## src/inc/csmc_map.vh

```
// Register map, field layout, reset values and timing counts of the clock source mode control
`ifndef CSMC_MAP_VH
`define CSMC_MAP_VH

// ==================================================
// Register offsets
`define CSMC_ADDR_W            4
`define CSMC_OFF_CTRL1         4'h0
`define CSMC_OFF_CTRL2         4'h1
`define CSMC_OFF_STATUS        4'h2

// ==================================================
// Control register 1 fields
`define CSMC_C1_SRC_HI         7
`define CSMC_C1_SRC_LO         6
`define CSMC_C1_REFDIV_HI      5
`define CSMC_C1_REFDIV_LO      3
`define CSMC_C1_REFSEL         2
`define CSMC_C1_IROUT_EN       1
`define CSMC_C1_IRSTEN         0
`define CSMC_C1_RESET          8'h04

// ==================================================
// Control register 2 fields
`define CSMC_C2_LOWPWR         0
`define CSMC_C2_EROUT_EN       1
`define CSMC_C2_ERSTEN         2
`define CSMC_C2_BUSDIV_HI      4
`define CSMC_C2_BUSDIV_LO      3
`define CSMC_C2_RESET          8'h08

// ==================================================
// Source field encodings
`define CSMC_SRC_LOOP          2'h0
`define CSMC_SRC_INT           2'h1
`define CSMC_SRC_EXT           2'h2
`define CSMC_SRC_RSVD          2'h3

// ==================================================
// Mode codes shown in the status register
`define CSMC_MODE_LEI          3'h0
`define CSMC_MODE_LEE          3'h1
`define CSMC_MODE_BPI          3'h2
`define CSMC_MODE_BPILOW       3'h3
`define CSMC_MODE_BPE          3'h4
`define CSMC_MODE_BPELOW       3'h5
`define CSMC_MODE_STOP         3'h6

// ==================================================
// Timing
`define CSMC_LOOP_MULT         1024
`define CSMC_RELOCK_EDGES      3'h3

`endif

```

## src/logic/csmc_sync.v

```verilog
// Two-flop synchroniser for asynchronous clock levels
`timescale 1ns/1ps
module csmc_sync #(
  parameter WIDTH = 3
) (
  input  wire             clock_i,
  input  wire             rst_b_i,
  input  wire [WIDTH-1:0] async_i,
  output wire [WIDTH-1:0] sync_o
);

  reg [WIDTH-1:0] meta_q;
  reg [WIDTH-1:0] sync_q;

  genvar g;
  generate
    for (g = 0; g < WIDTH; g = g + 1) begin : g_bit
      always @(posedge clock_i or negedge rst_b_i) begin
        if (!rst_b_i) begin
          meta_q[g] <= 1'b0;
          sync_q[g] <= 1'b0;
        end else begin
          meta_q[g] <= async_i[g];
          sync_q[g] <= meta_q[g];
        end
      end
    end
  endgenerate

  assign sync_o = sync_q;

endmodule // csmc_sync

```

## src/logic/csmc_top.v

```verilog
// Clock source mode control: register file, source selection, dividers and stop gating
`timescale 1ns/1ps
`include "csmc_map.vh"
module csmc_top (
  input  wire                   clock_i,
  input  wire                   rst_b_i,
  input  wire [`CSMC_ADDR_W-1:0] addr_i,
  input  wire [7:0]             wr_data_i,
  input  wire                   wr_stb_i,
  input  wire                   rd_stb_i,
  output wire [7:0]             rd_data_o,
  input  wire                   loop_clk_i,
  input  wire                   int_ref_clk_i,
  input  wire                   ext_ref_clk_i,
  input  wire                   stop_req_i,
  input  wire                   debug_mode_i,
  output wire                   output_clock_o,
  output wire                   bus_clock_o,
  output wire                   divided_ref_o,
  output wire                   loop_debug_clock_o,
  output wire                   internal_ref_out_clock_o,
  output wire                   external_ref_out_clock_o,
  output wire                   loop_enable_o,
  output wire                   int_ref_enable_o,
  output wire                   ext_ref_enable_o,
  output wire [2:0]             mode_o,
  output wire                   reference_status_o
);

  // ==================================================
  // Switch state machine
  localparam [1:0] ST_RUN    = 2'h0;
  localparam [1:0] ST_PARK   = 2'h1;
  localparam [1:0] ST_ENGAGE = 2'h2;

  // ==================================================
  // Functions
  // Follows the sampled clock but may only stop on a low level, never cutting a high phase
  function gate;
    input smp;
    input cur;
    input blk;
    begin
      gate = smp & (cur | ~blk);
    end
  endfunction

  // Power-of-two tap out of a free edge counter; tap 0 is the base clock itself
  function tap;
    input       base;
    input [6:0] cnt;
    input [2:0] sel;
    begin
      if (sel == 3'h0) begin
        tap = base;
      end else begin
        tap = cnt[sel-3'h1];
      end
    end
  endfunction

  // ==================================================
  // Synchronised clock levels
  wire [2:0] clk_s;
  wire       loop_s = clk_s[0];
  wire       int_s  = clk_s[1];
  wire       ext_s  = clk_s[2];

  csmc_sync #(
    .WIDTH (3)
  ) u_sync (
    .clock_i (clock_i),
    .rst_b_i (rst_b_i),
    .async_i ({ext_ref_clk_i, int_ref_clk_i, loop_clk_i}),
    .sync_o  (clk_s)
  );

  // ==================================================
  // Registers
  reg  [7:0] ctrl1_q;
  reg  [7:0] ctrl2_q;
  reg  [7:0] rd_data_q;

  wire [1:0] src_raw   = ctrl1_q[`CSMC_C1_SRC_HI:`CSMC_C1_SRC_LO];
  wire [2:0] ref_div   = ctrl1_q[`CSMC_C1_REFDIV_HI:`CSMC_C1_REFDIV_LO];
  wire       ref_sel   = ctrl1_q[`CSMC_C1_REFSEL];
  wire       ir_out_en = ctrl1_q[`CSMC_C1_IROUT_EN];
  wire       irsten    = ctrl1_q[`CSMC_C1_IRSTEN];
  wire       low_power = ctrl2_q[`CSMC_C2_LOWPWR];
  wire       er_out_en = ctrl2_q[`CSMC_C2_EROUT_EN];
  wire       ersten    = ctrl2_q[`CSMC_C2_ERSTEN];
  wire [1:0] bus_div   = ctrl2_q[`CSMC_C2_BUSDIV_HI:`CSMC_C2_BUSDIV_LO];

  wire [1:0] src_want  = (src_raw == `CSMC_SRC_RSVD) ? `CSMC_SRC_LOOP : src_raw;

  always @(posedge clock_i or negedge rst_b_i) begin
    if (!rst_b_i) begin
      ctrl1_q <= `CSMC_C1_RESET;
      ctrl2_q <= `CSMC_C2_RESET;
    end else if (wr_stb_i) begin
      if (addr_i == `CSMC_OFF_CTRL1) begin
        ctrl1_q <= wr_data_i;
      end
      if (addr_i == `CSMC_OFF_CTRL2) begin
        ctrl2_q <= {3'h0, wr_data_i[4:0]};
      end
    end
  end

  // ==================================================
  // Mode decode
  reg  [2:0] mode_q;
  reg  [2:0] mode_d;
  reg  [2:0] prestop_mode_q;
  wire       low_pwr_ok = low_power & ~debug_mode_i;

  always @* begin
    mode_d = `CSMC_MODE_LEI;
    if (stop_req_i) begin
      mode_d = `CSMC_MODE_STOP;
    end else begin
      case (src_want)
        `CSMC_SRC_INT: begin
          mode_d = low_pwr_ok ? `CSMC_MODE_BPILOW : `CSMC_MODE_BPI;
        end
        `CSMC_SRC_EXT: begin
          mode_d = low_pwr_ok ? `CSMC_MODE_BPELOW : `CSMC_MODE_BPE;
        end
        default: begin
          mode_d = ref_sel ? `CSMC_MODE_LEI : `CSMC_MODE_LEE;
        end
      endcase
    end
  end

  wire was_int_mode = (prestop_mode_q == `CSMC_MODE_LEI) | (prestop_mode_q == `CSMC_MODE_BPI) |
                      (prestop_mode_q == `CSMC_MODE_BPILOW);

  always @(posedge clock_i or negedge rst_b_i) begin
    if (!rst_b_i) begin
      mode_q         <= `CSMC_MODE_LEI;
      prestop_mode_q <= `CSMC_MODE_LEI;
    end else begin
      mode_q <= mode_d;
      if (!stop_req_i) begin
        prestop_mode_q <= mode_d;
      end
    end
  end

  // ==================================================
  // Source enables
  reg  loop_en_q;
  reg  int_en_q;
  reg  ext_en_q;
  wire stopped = (mode_q == `CSMC_MODE_STOP);

  always @(posedge clock_i or negedge rst_b_i) begin
    if (!rst_b_i) begin
      loop_en_q <= 1'b1;
      int_en_q  <= 1'b1;
      ext_en_q  <= 1'b0;
    end else begin
      // loop off in low power bypass
      loop_en_q <= ~stop_req_i & (mode_d != `CSMC_MODE_BPELOW) & (mode_d != `CSMC_MODE_BPILOW);
      int_en_q  <= stop_req_i ? (irsten & (ir_out_en | was_int_mode))
                              : (ref_sel | ir_out_en | (src_want == `CSMC_SRC_INT));
      ext_en_q  <= stop_req_i ? (er_out_en & ersten)
                              : (~ref_sel | er_out_en | (src_want == `CSMC_SRC_EXT));
    end
  end

  // ==================================================
  // Reference divider
  reg  [6:0] ref_cnt_q;
  reg        ref_last_q;
  reg        div_ref_q;
  wire       ref_s    = ref_sel ? int_s : ext_s;
  wire       ref_rise = ref_s & ~ref_last_q;

  always @(posedge clock_i or negedge rst_b_i) begin
    if (!rst_b_i) begin
      ref_cnt_q  <= 7'h00;
      ref_last_q <= 1'b0;
      div_ref_q  <= 1'b0;
    end else begin
      ref_last_q <= ref_s;
      if (ref_rise) begin
        ref_cnt_q <= ref_cnt_q + 7'h01;
      end
      // divide by two to the field
      div_ref_q <= gate(tap(ref_s, ref_cnt_q, ref_div), div_ref_q, stop_req_i);
    end
  end

  // ==================================================
  // Reference switch tracking
  reg        ref_stat_q;
  reg  [2:0] relock_q;
  reg        div_last_q;
  wire       div_rise = div_ref_q & ~div_last_q;

  always @(posedge clock_i or negedge rst_b_i) begin
    if (!rst_b_i) begin
      ref_stat_q <= 1'b1;
      relock_q   <= 3'h0;
      div_last_q <= 1'b0;
    end else begin
      div_last_q <= div_ref_q;
      if (ref_stat_q == ref_sel) begin
        relock_q <= 3'h0;
      end else if (div_rise) begin
        if (relock_q == `CSMC_RELOCK_EDGES - 3'h1) begin
          ref_stat_q <= ref_sel;
          relock_q   <= 3'h0;
        end else begin
          relock_q <= relock_q + 3'h1;
        end
      end
    end
  end

  // ==================================================
  // Output clock source switch
  reg  [1:0] state_q;
  reg  [1:0] cur_src_q;
  reg        out_clk_q;
  reg        src_smp;
  reg        new_smp;

  always @* begin
    case (cur_src_q)
      `CSMC_SRC_INT: src_smp = int_s;
      `CSMC_SRC_EXT: src_smp = ext_s;
      default:       src_smp = loop_s;
    endcase
    case (src_want)
      `CSMC_SRC_INT: new_smp = int_s;
      `CSMC_SRC_EXT: new_smp = ext_s;
      default:       new_smp = loop_s;
    endcase
  end

  wire switching = (state_q != ST_RUN) | (cur_src_q != src_want);

  always @(posedge clock_i or negedge rst_b_i) begin
    if (!rst_b_i) begin
      state_q   <= ST_RUN;
      cur_src_q <= `CSMC_SRC_LOOP;
      out_clk_q <= 1'b0;
    end else begin
      out_clk_q <= gate(src_smp, out_clk_q, switching | stop_req_i);
      case (state_q)
        ST_RUN: begin
          if (cur_src_q != src_want) begin
            state_q <= ST_PARK;
          end
        end
        ST_PARK: begin
          if (!out_clk_q && !src_smp) begin
            state_q <= ST_ENGAGE;
          end
        end
        ST_ENGAGE: begin
          if (!new_smp) begin
            cur_src_q <= src_want;
            state_q   <= ST_RUN;
          end
        end
        default: begin
          state_q <= ST_RUN;
        end
      endcase
    end
  end

  // ==================================================
  // Bus divider and derived outputs
  reg  [6:0] bus_cnt_q;
  reg        out_last_q;
  reg        bus_clk_q;
  reg        dbg_clk_q;
  reg        irclk_q;
  reg        erclk_q;

  always @(posedge clock_i or negedge rst_b_i) begin
    if (!rst_b_i) begin
      bus_cnt_q  <= 7'h00;
      out_last_q <= 1'b0;
      bus_clk_q  <= 1'b0;
      dbg_clk_q  <= 1'b0;
      irclk_q    <= 1'b0;
      erclk_q    <= 1'b0;
    end else begin
      out_last_q <= out_clk_q;
      if (out_clk_q && !out_last_q) begin
        bus_cnt_q <= bus_cnt_q + 7'h01;
      end
      bus_clk_q <= gate(tap(out_clk_q, bus_cnt_q, {1'b0, bus_div}), bus_clk_q, stop_req_i);
      dbg_clk_q <= gate(loop_s, dbg_clk_q, ~loop_en_q | stop_req_i);
      irclk_q   <= gate(int_s, irclk_q, ~ir_out_en | ~int_en_q | (stop_req_i & ~irsten));
      erclk_q   <= gate(ext_s, erclk_q, ~er_out_en | ~ext_en_q | (stop_req_i & ~ersten));
    end
  end

  // ==================================================
  // Read port
  always @(posedge clock_i or negedge rst_b_i) begin
    if (!rst_b_i) begin
      rd_data_q <= 8'h00;
    end else if (rd_stb_i) begin
      case (addr_i)
        `CSMC_OFF_CTRL1:  rd_data_q <= ctrl1_q;
        `CSMC_OFF_CTRL2:  rd_data_q <= ctrl2_q;
        `CSMC_OFF_STATUS: rd_data_q <= {switching, stopped, cur_src_q, ref_stat_q, mode_q};
        default:          rd_data_q <= 8'h00;
      endcase
    end else begin
      // Data stand only in the cycle after the strobe
      rd_data_q <= 8'h00;
    end
  end

  assign rd_data_o                = rd_data_q;
  assign output_clock_o           = out_clk_q;
  assign bus_clock_o              = bus_clk_q;
  assign divided_ref_o            = div_ref_q;
  assign loop_debug_clock_o       = dbg_clk_q;
  assign internal_ref_out_clock_o = irclk_q;
  assign external_ref_out_clock_o = erclk_q;
  assign loop_enable_o            = loop_en_q;
  assign int_ref_enable_o         = int_en_q;
  assign ext_ref_enable_o         = ext_en_q;
  assign mode_o                   = mode_q;
  assign reference_status_o       = ref_stat_q;

endmodule // csmc_top

```

## config.mk

```make
export PLATFORM = sky130hd
export DESIGN_NAME = csmc_top
export DESIGN_NICKNAME = d
export VERILOG_FILES = /design/src/logic/csmc_sync.v /design/src/logic/csmc_top.v
export VERILOG_INCLUDE_DIRS = /design/src /design/src/inc
export SDC_FILE = /design/constraint.sdc
export NUM_CORES = 1
export LEC_CHECK = 0
export BUFFER_PORTS_ARGS = -buffer_cell sky130_fd_sc_hd__buf_4
export CAP_MARGIN = 10
export CORE_UTILIZATION = 55
export DETAILED_ROUTE_END_ITERATION = 12
export PLACE_DENSITY = 0.77
export SYNTH_ARGS = -nofsm -noshare
export SYNTH_HDL_FRONTEND = slang
export SYNTH_SLANG_ARGS = --single-unit
```

## constraint.sdc

```tcl
create_clock -name clock_i -period 2.5 [get_ports clock_i]
set_input_delay 0.375 -clock clock_i [delete_from_list [all_inputs] [get_ports clock_i]]
set_output_delay 0.375 -clock clock_i [all_outputs]
set_load 0.02 [all_outputs]
```

**Word level (Yosys, flattened, before mapping)**

Cells that the tools add are included.

- Bits in registers: 67
- Output and inout bits: 21

- $add $sub $neg: 5
- Order comparisons: 2
- Eq/ne operators: 20
- Muxes and demuxes: 26
- Bitwise operators: 53
- Reduce and logical (&&, ||, !) cells: 17

Operators with widths:

| cell | number |
|---|---|
| $pmux 8 s3 | 1 |
| $or 1x1->1 | 20 |
| $not 1->1 | 18 |
| $and 1x1->1 | 15 |
| $add 7x1->7 const B | 2 |
| $mux 3 | 4 |
| $mux 1 | 10 |
| $eq 3x2->1 const B | 3 |
| $eq 2x2->1 const B | 4 |
| $lt 3x4->1 const B | 2 |
| $mux 2 | 4 |
| $mux 8 | 1 |
| $bmux 1 s3 | 2 |
| $eq 2x1->1 const B | 3 |
| $logic_not 3->1 | 2 |
| $ne 2x2->1 const B | 3 |
| $pmux 2 s3 | 1 |
| $pmux 3 s2 | 1 |
| $reduce_and 2->1 | 3 |
| $reduce_and 3->1 | 2 |
| $eq 4x1->1 const B | 1 |
| $eq 4x2->1 const B | 1 |
| $logic_not 2->1 | 2 |
| $logic_not 4->1 | 1 |
| 12 further kinds | 17 |

**Longest topological paths before layout**

- Word-level depth: 8
- Depth in mapped cells: 7
- Depth with buffers taken out: 6

**Cells and area by module**

A second synthesis with hierarchy kept.

- Cell total of the unflattened synthesis: 241
- Area, all modules: 2934.1 sq um

By module, submodules not included:

| module | times used | cells an instance | area an instance (sq um) | sequential area each (sq um) |
|---|---|---|---|---|
| csmc_top | 1 | 235 | 2783.9 | 1457.6 |
| csmc_sync | 1 | 6 | 150.1 | 150.1 |

**Least setup slack after synthesis**

Ideal clock, no wire load.

- Path kind: register to register
- Start point: reg ctrl1_q[3]
- End point: reg div_ref_q, in the netlist divided_ref_o
- Library setup time: 0.124 ns
- Arrival: 1.724 ns
- Slack: 0.652 ns
- Cell stages (with the launch flop): 7
- Period minus slack after synthesis: 1.848 ns
- Cells stage by stage: dfrtp_1 inv_1 ha_1 mux2_2 a221oi_2 a221oi_2 a211o_1

- Cells in the longest elaborated chain, start to end: 5
- Elaborated cells on any way between the ends: 6

RTL lines:

| element | RTL line | RTL |
|---|---|---|
| from (decl) | csmc_top.v:80 | `reg [7:0] ctrl1_q;` |
| from (signal assigned) | csmc_top.v:98 | `` ctrl1_q <= `CSMC_C1_RESET; `` |
| from (signal assigned) | csmc_top.v:102 | `ctrl1_q <= wr_data_i;` |
| $sub 3x1->3 | csmc_top.v:57 | `tap = cnt[sel-3'h1];` |
| $bmux 1 s3 | csmc_top.v:57 |  |
| $mux 1 (implied by the code) | csmc_top.v:57 |  |
| $mux 1 (*) | csmc_top.v:54 | `if (sel == 3'h0) begin` |
| $and 1x1->1 (*) | csmc_top.v:44 | `gate = smp & (cur \| ~blk);` |
| to (signal assigned) | csmc_top.v:192 | `div_ref_q <= gate(tap(ref_s, ref_cnt_q, ref_div), div_ref_q, stop_req_i);` |
| to (decl) | csmc_top.v:177 | `reg div_ref_q;` |

Every way passes the cells marked *; elsewhere a longest branch is shown, timed or not. The select of a mux whose other input is x is not followed.
A chain may end at the register's enable or synchronous reset.

**Worst setup path in the final report**

Same ends and word-level chain as after synthesis.

==> metrics list <==
- Sorting the synthesized cells by area gives the leading types as dfrtp_1 (50%), mux2_2 (8.0%), dfstp_2 (4.4%).
- RSZ-0062 raised after global routing: false
- Worst-Margin Slew: 776 ps
- Cells with a size suffix above 1 make up 32.2% of the layout.
- In the final routed layout, each cell accounts on average for 15.0 um.
- The finished layout holds 365 standard cells, fillers aside.
- Unique masters post-synth: 47
- Endpoint required time on the critical path: 2720 ps
- Post-DRT Antenna Nets: 0
- Registers are responsible for ~46% of the overall power.
* Post-placement cell count: 349
- Number of enable-type register cells in the synthesized netlist: 0
* Final design area excluding fillers: 3490 um2
* Antenna violations before repair: 0
- Skew-Pair Late Insertion Delay: 340 ps
* Final #Nets: 321
- Power per cell area: approximately 970 nW/um2
- 1st-pass router iterations: 4
- Clock group share of total power: 24.6%
- Clock tree skew after final layout: 10.0 ps
- The worst setup path is captured at a flip-flop.
* Most instantiated library cell after synthesis: dfrtp_1
- The wire-length estimate of the detail-placed layout is 3.93 mm.
- The total overflow left after global routing is 0.
* GRT Util Overall: between 20% and 30%
* Ports: 42
* Area growth from synthesis to layout: 18.3%
* WP data arrival: 2240 ps
- Cell internal power was estimated by the tool at about 2.3 mW.
- Drt initial violations: 95
- The tightest min-delay check is of the input pin to async pin type.
- The average instance in the mapped netlist occupies ~12 um2.
- Of the total power, the share spent switching nets is 33.1%.
* Final setup violation count: 0
- Netlist Area Pre-Place: 2950 um2
- In the routed design, unresolved DRC markers number 0.
* Global-route wire length before repair: 9.02 mm
- Net Switching: 1.12 mW
- Met3 Routed Length: 281 um
* Sum Neg Setup Slack: 0 ps
* Total Wirelength: 5.48 mm
* Logic gate share of total power: 29.1%
- Number of I/O port buffers: between 40 and 50
- The final max-slew violation count was 0.
* Clock Sinks: 64
- Once the clock tree was built, the setup fixing pass inserted 0 buffers.
- Fraction of the cycle the final worst path needs: 80.6%
- The critical path in this run is classified as flip-flop to flip-flop.
* Hold violation total from the final report: 0
- Diode insertion count for antenna repair: 0
- The commonest cells after synthesis are dfrtp_1 (59), mux2_2 (21), nor2_1 (18).
- Kind of start point of the critical path: flip-flop
* Die ar.: 5670 um2
- The synthesized design spends more area on one cell type than any other, namely dfrtp_1.
- Outcome: complete, no violations
- Synthesized Nets: 274
- TritonCTS Buffers: 9
- Top-area cell type share of the netlist area: 50.0%
* Worst ir drop on vdd: 474 uV
- Entering global routing, the biggest net connects 65 pins.
- Synthesis inferred 64 register bits.
- Count of maximum capacitance violations: 0
- Clock tree from TritonCTS: done
- Chip height: 75.3 um
- Global placement routability congestion: 0.774
- Vias per Instance: between 5 and 6
* Ys flop type: dfrtp_1
* Longest Clk Path Bufs: 2
* Share of flip-flops with an asynchronous set or reset after synthesis: 100%
* Hold Buf Count CTS: 0
- In this run the clock root is driven by a clkbuf_8.
* Portion of the post-synthesis area used by sequential elements: 54.4%
- The floorplan step defined a core boundary enclosing 5140 um2.
* F_max: 496 MHz
- The via count of the first global-routing pass came to 1,928.
* Area after detailed placement: 3310 um2
- For this configuration, the core starts out at a cell density of a little under three fifths.
- After detailed routing, the wire length on met1 is 2.51 mm.
* Die boundary width: 75.3 um
- The H-tree was split into 3 levels.
- Highest routed metal layer: met4
* Met2 layer wire length in the routed design: roughly 2.6 mm
- In this run the core area contains 26 standard-cell rows.
* Max Fanout on Critical Path: 7
- Worst relative slew slack: 48.3%
- In the synthesized netlist, the number of instances is 243.
- After clock tree synthesis, the clock-pin slew on the worst setup and hold paths is 70 ps.
* Reported leakage power: 1.68 nW
- Number of instances resized during post-cts repair: 0
- Total number of yosys warnings: 0
- Minimum clock period after layout: 2020 ps
- Detailed-route via count: 1,954
registers in the layout, summed over array words and instances, names as in the netlist, 2 cells and up:
signal,cells
ctrl1_q,8
rd_data_o,8
ref_cnt_q,7
ctrl2_q,5
bus_cnt_q,4
mode_o,3
prestop_mode_q,3
relock_q,3
u_sync.meta_q,3
u_sync.sync_o,3
cur_src_q,2
state_q,2
metrics by stage:
step	hold WS (ps)	setup WS [ps]	total power, mW	utilization, %
floorplan	79.4	652	2.26	-
global placement	331	593	2.51	64.5
detailed placement	336	491	2.57	64.5
CTS	134	493	3.41	68.0
global route	133	386	3.61	68.0
finish	117	484	3.38	68.0
metal layers:
metal,GRT usage [%],vias to the layer above
met5,0,-
met4,12.6,0
met3,4.69,9
met2,33.9,56
met1,29.5,946
li1,-,943
final cells by class:
type / instances / area (um2)
Fill cell: 401 / 1650
Sequential cell: 64 / 1610
Multi-Input combinational cell: 158 / 1250
Timing Repair Buffer: 41 / 308
Clock buffer: 12 / 135
Tap cell: 70 / 87.6
Inverter: 16 / 60.1
Clock inverter: 4 / 45.0
critical path, stage by stage, from the launching register on:
cell and delay, ps:
dfrtp_1 460, inv_1 90, ha_1 380, mux2_2 370, a221oi_2 270, a221oi_2 60, a211o_1 270
path summary, 6_finish.rpt:
| path | start | end | slack (ps) | depth (start not counted) |
|---|---|---|---|---|
| hold / removal | rst_b_i | relock_q[1] | 120 | 1 |
| max in group asynchronous | rst_b_i | prestop_mode_q[2] | 1870 | 1 |
| min in group clock_i | ext_ref_clk_i | u_sync.meta_q[2] | 150 | 1 |
| hold reg to reg | u_sync.meta_q[0] | u_sync.sync_o[0] | 350 | 0 |
| setup reg to reg | ctrl1_q[3] | divided_ref_o | 480 | 6 |
| setup / recovery | ctrl1_q[3] | divided_ref_o | 480 | 6 |
power groups by stage:
stage                     Clock (mW)  Sequential (mW)  Combinational (mW)
after floorplan                    0             1.56               0.700
after detailed placement           0             1.58               0.985
final                          0.832             1.57               0.983
after global placement             0             1.57               0.943
after global routing           0.899             1.60                1.11
after CTS                      0.852             1.56               0.995
cell families (layout without fill, tap and decap cells):
kind of cell	count (synthesis)	in the layout	synth area share (%)
and+or+nand+nor	66	66	12.3
DFF	64	64	54.4
xor gates and xnor gates	14	14	4.15
adders and majority gates	10	10	4.24
muxes	34	34	13.6
AOI/OAI and AO/OA	34	34	8.01
buffers and inverters	21	73	3.26
cells in the final DEF (no fill, tap or decap), types with 3 or more instances in the layout:
master	Yosys	layout
xnor2_1	5	5
ha_1	10	10
nand2_1	6	6
dfstp_2	5	5
mux2i_1	9	9
clkbuf_8	0	9
nor3_1	3	3
clkinv_2	0	3
inv_1	15	15
clkbuf_1	1	3
buf_4	0	41
nand2b_1	4	4
nand3_1	6	6
xor2_1	9	9
nor2_1	18	18
mux2_2	21	21
dfrtp_1	59	59
o21ai_0	7	7
nor2b_1	10	10
a21oi_1	12	12
Note: power is estimated with default switching activity, not from simulation.
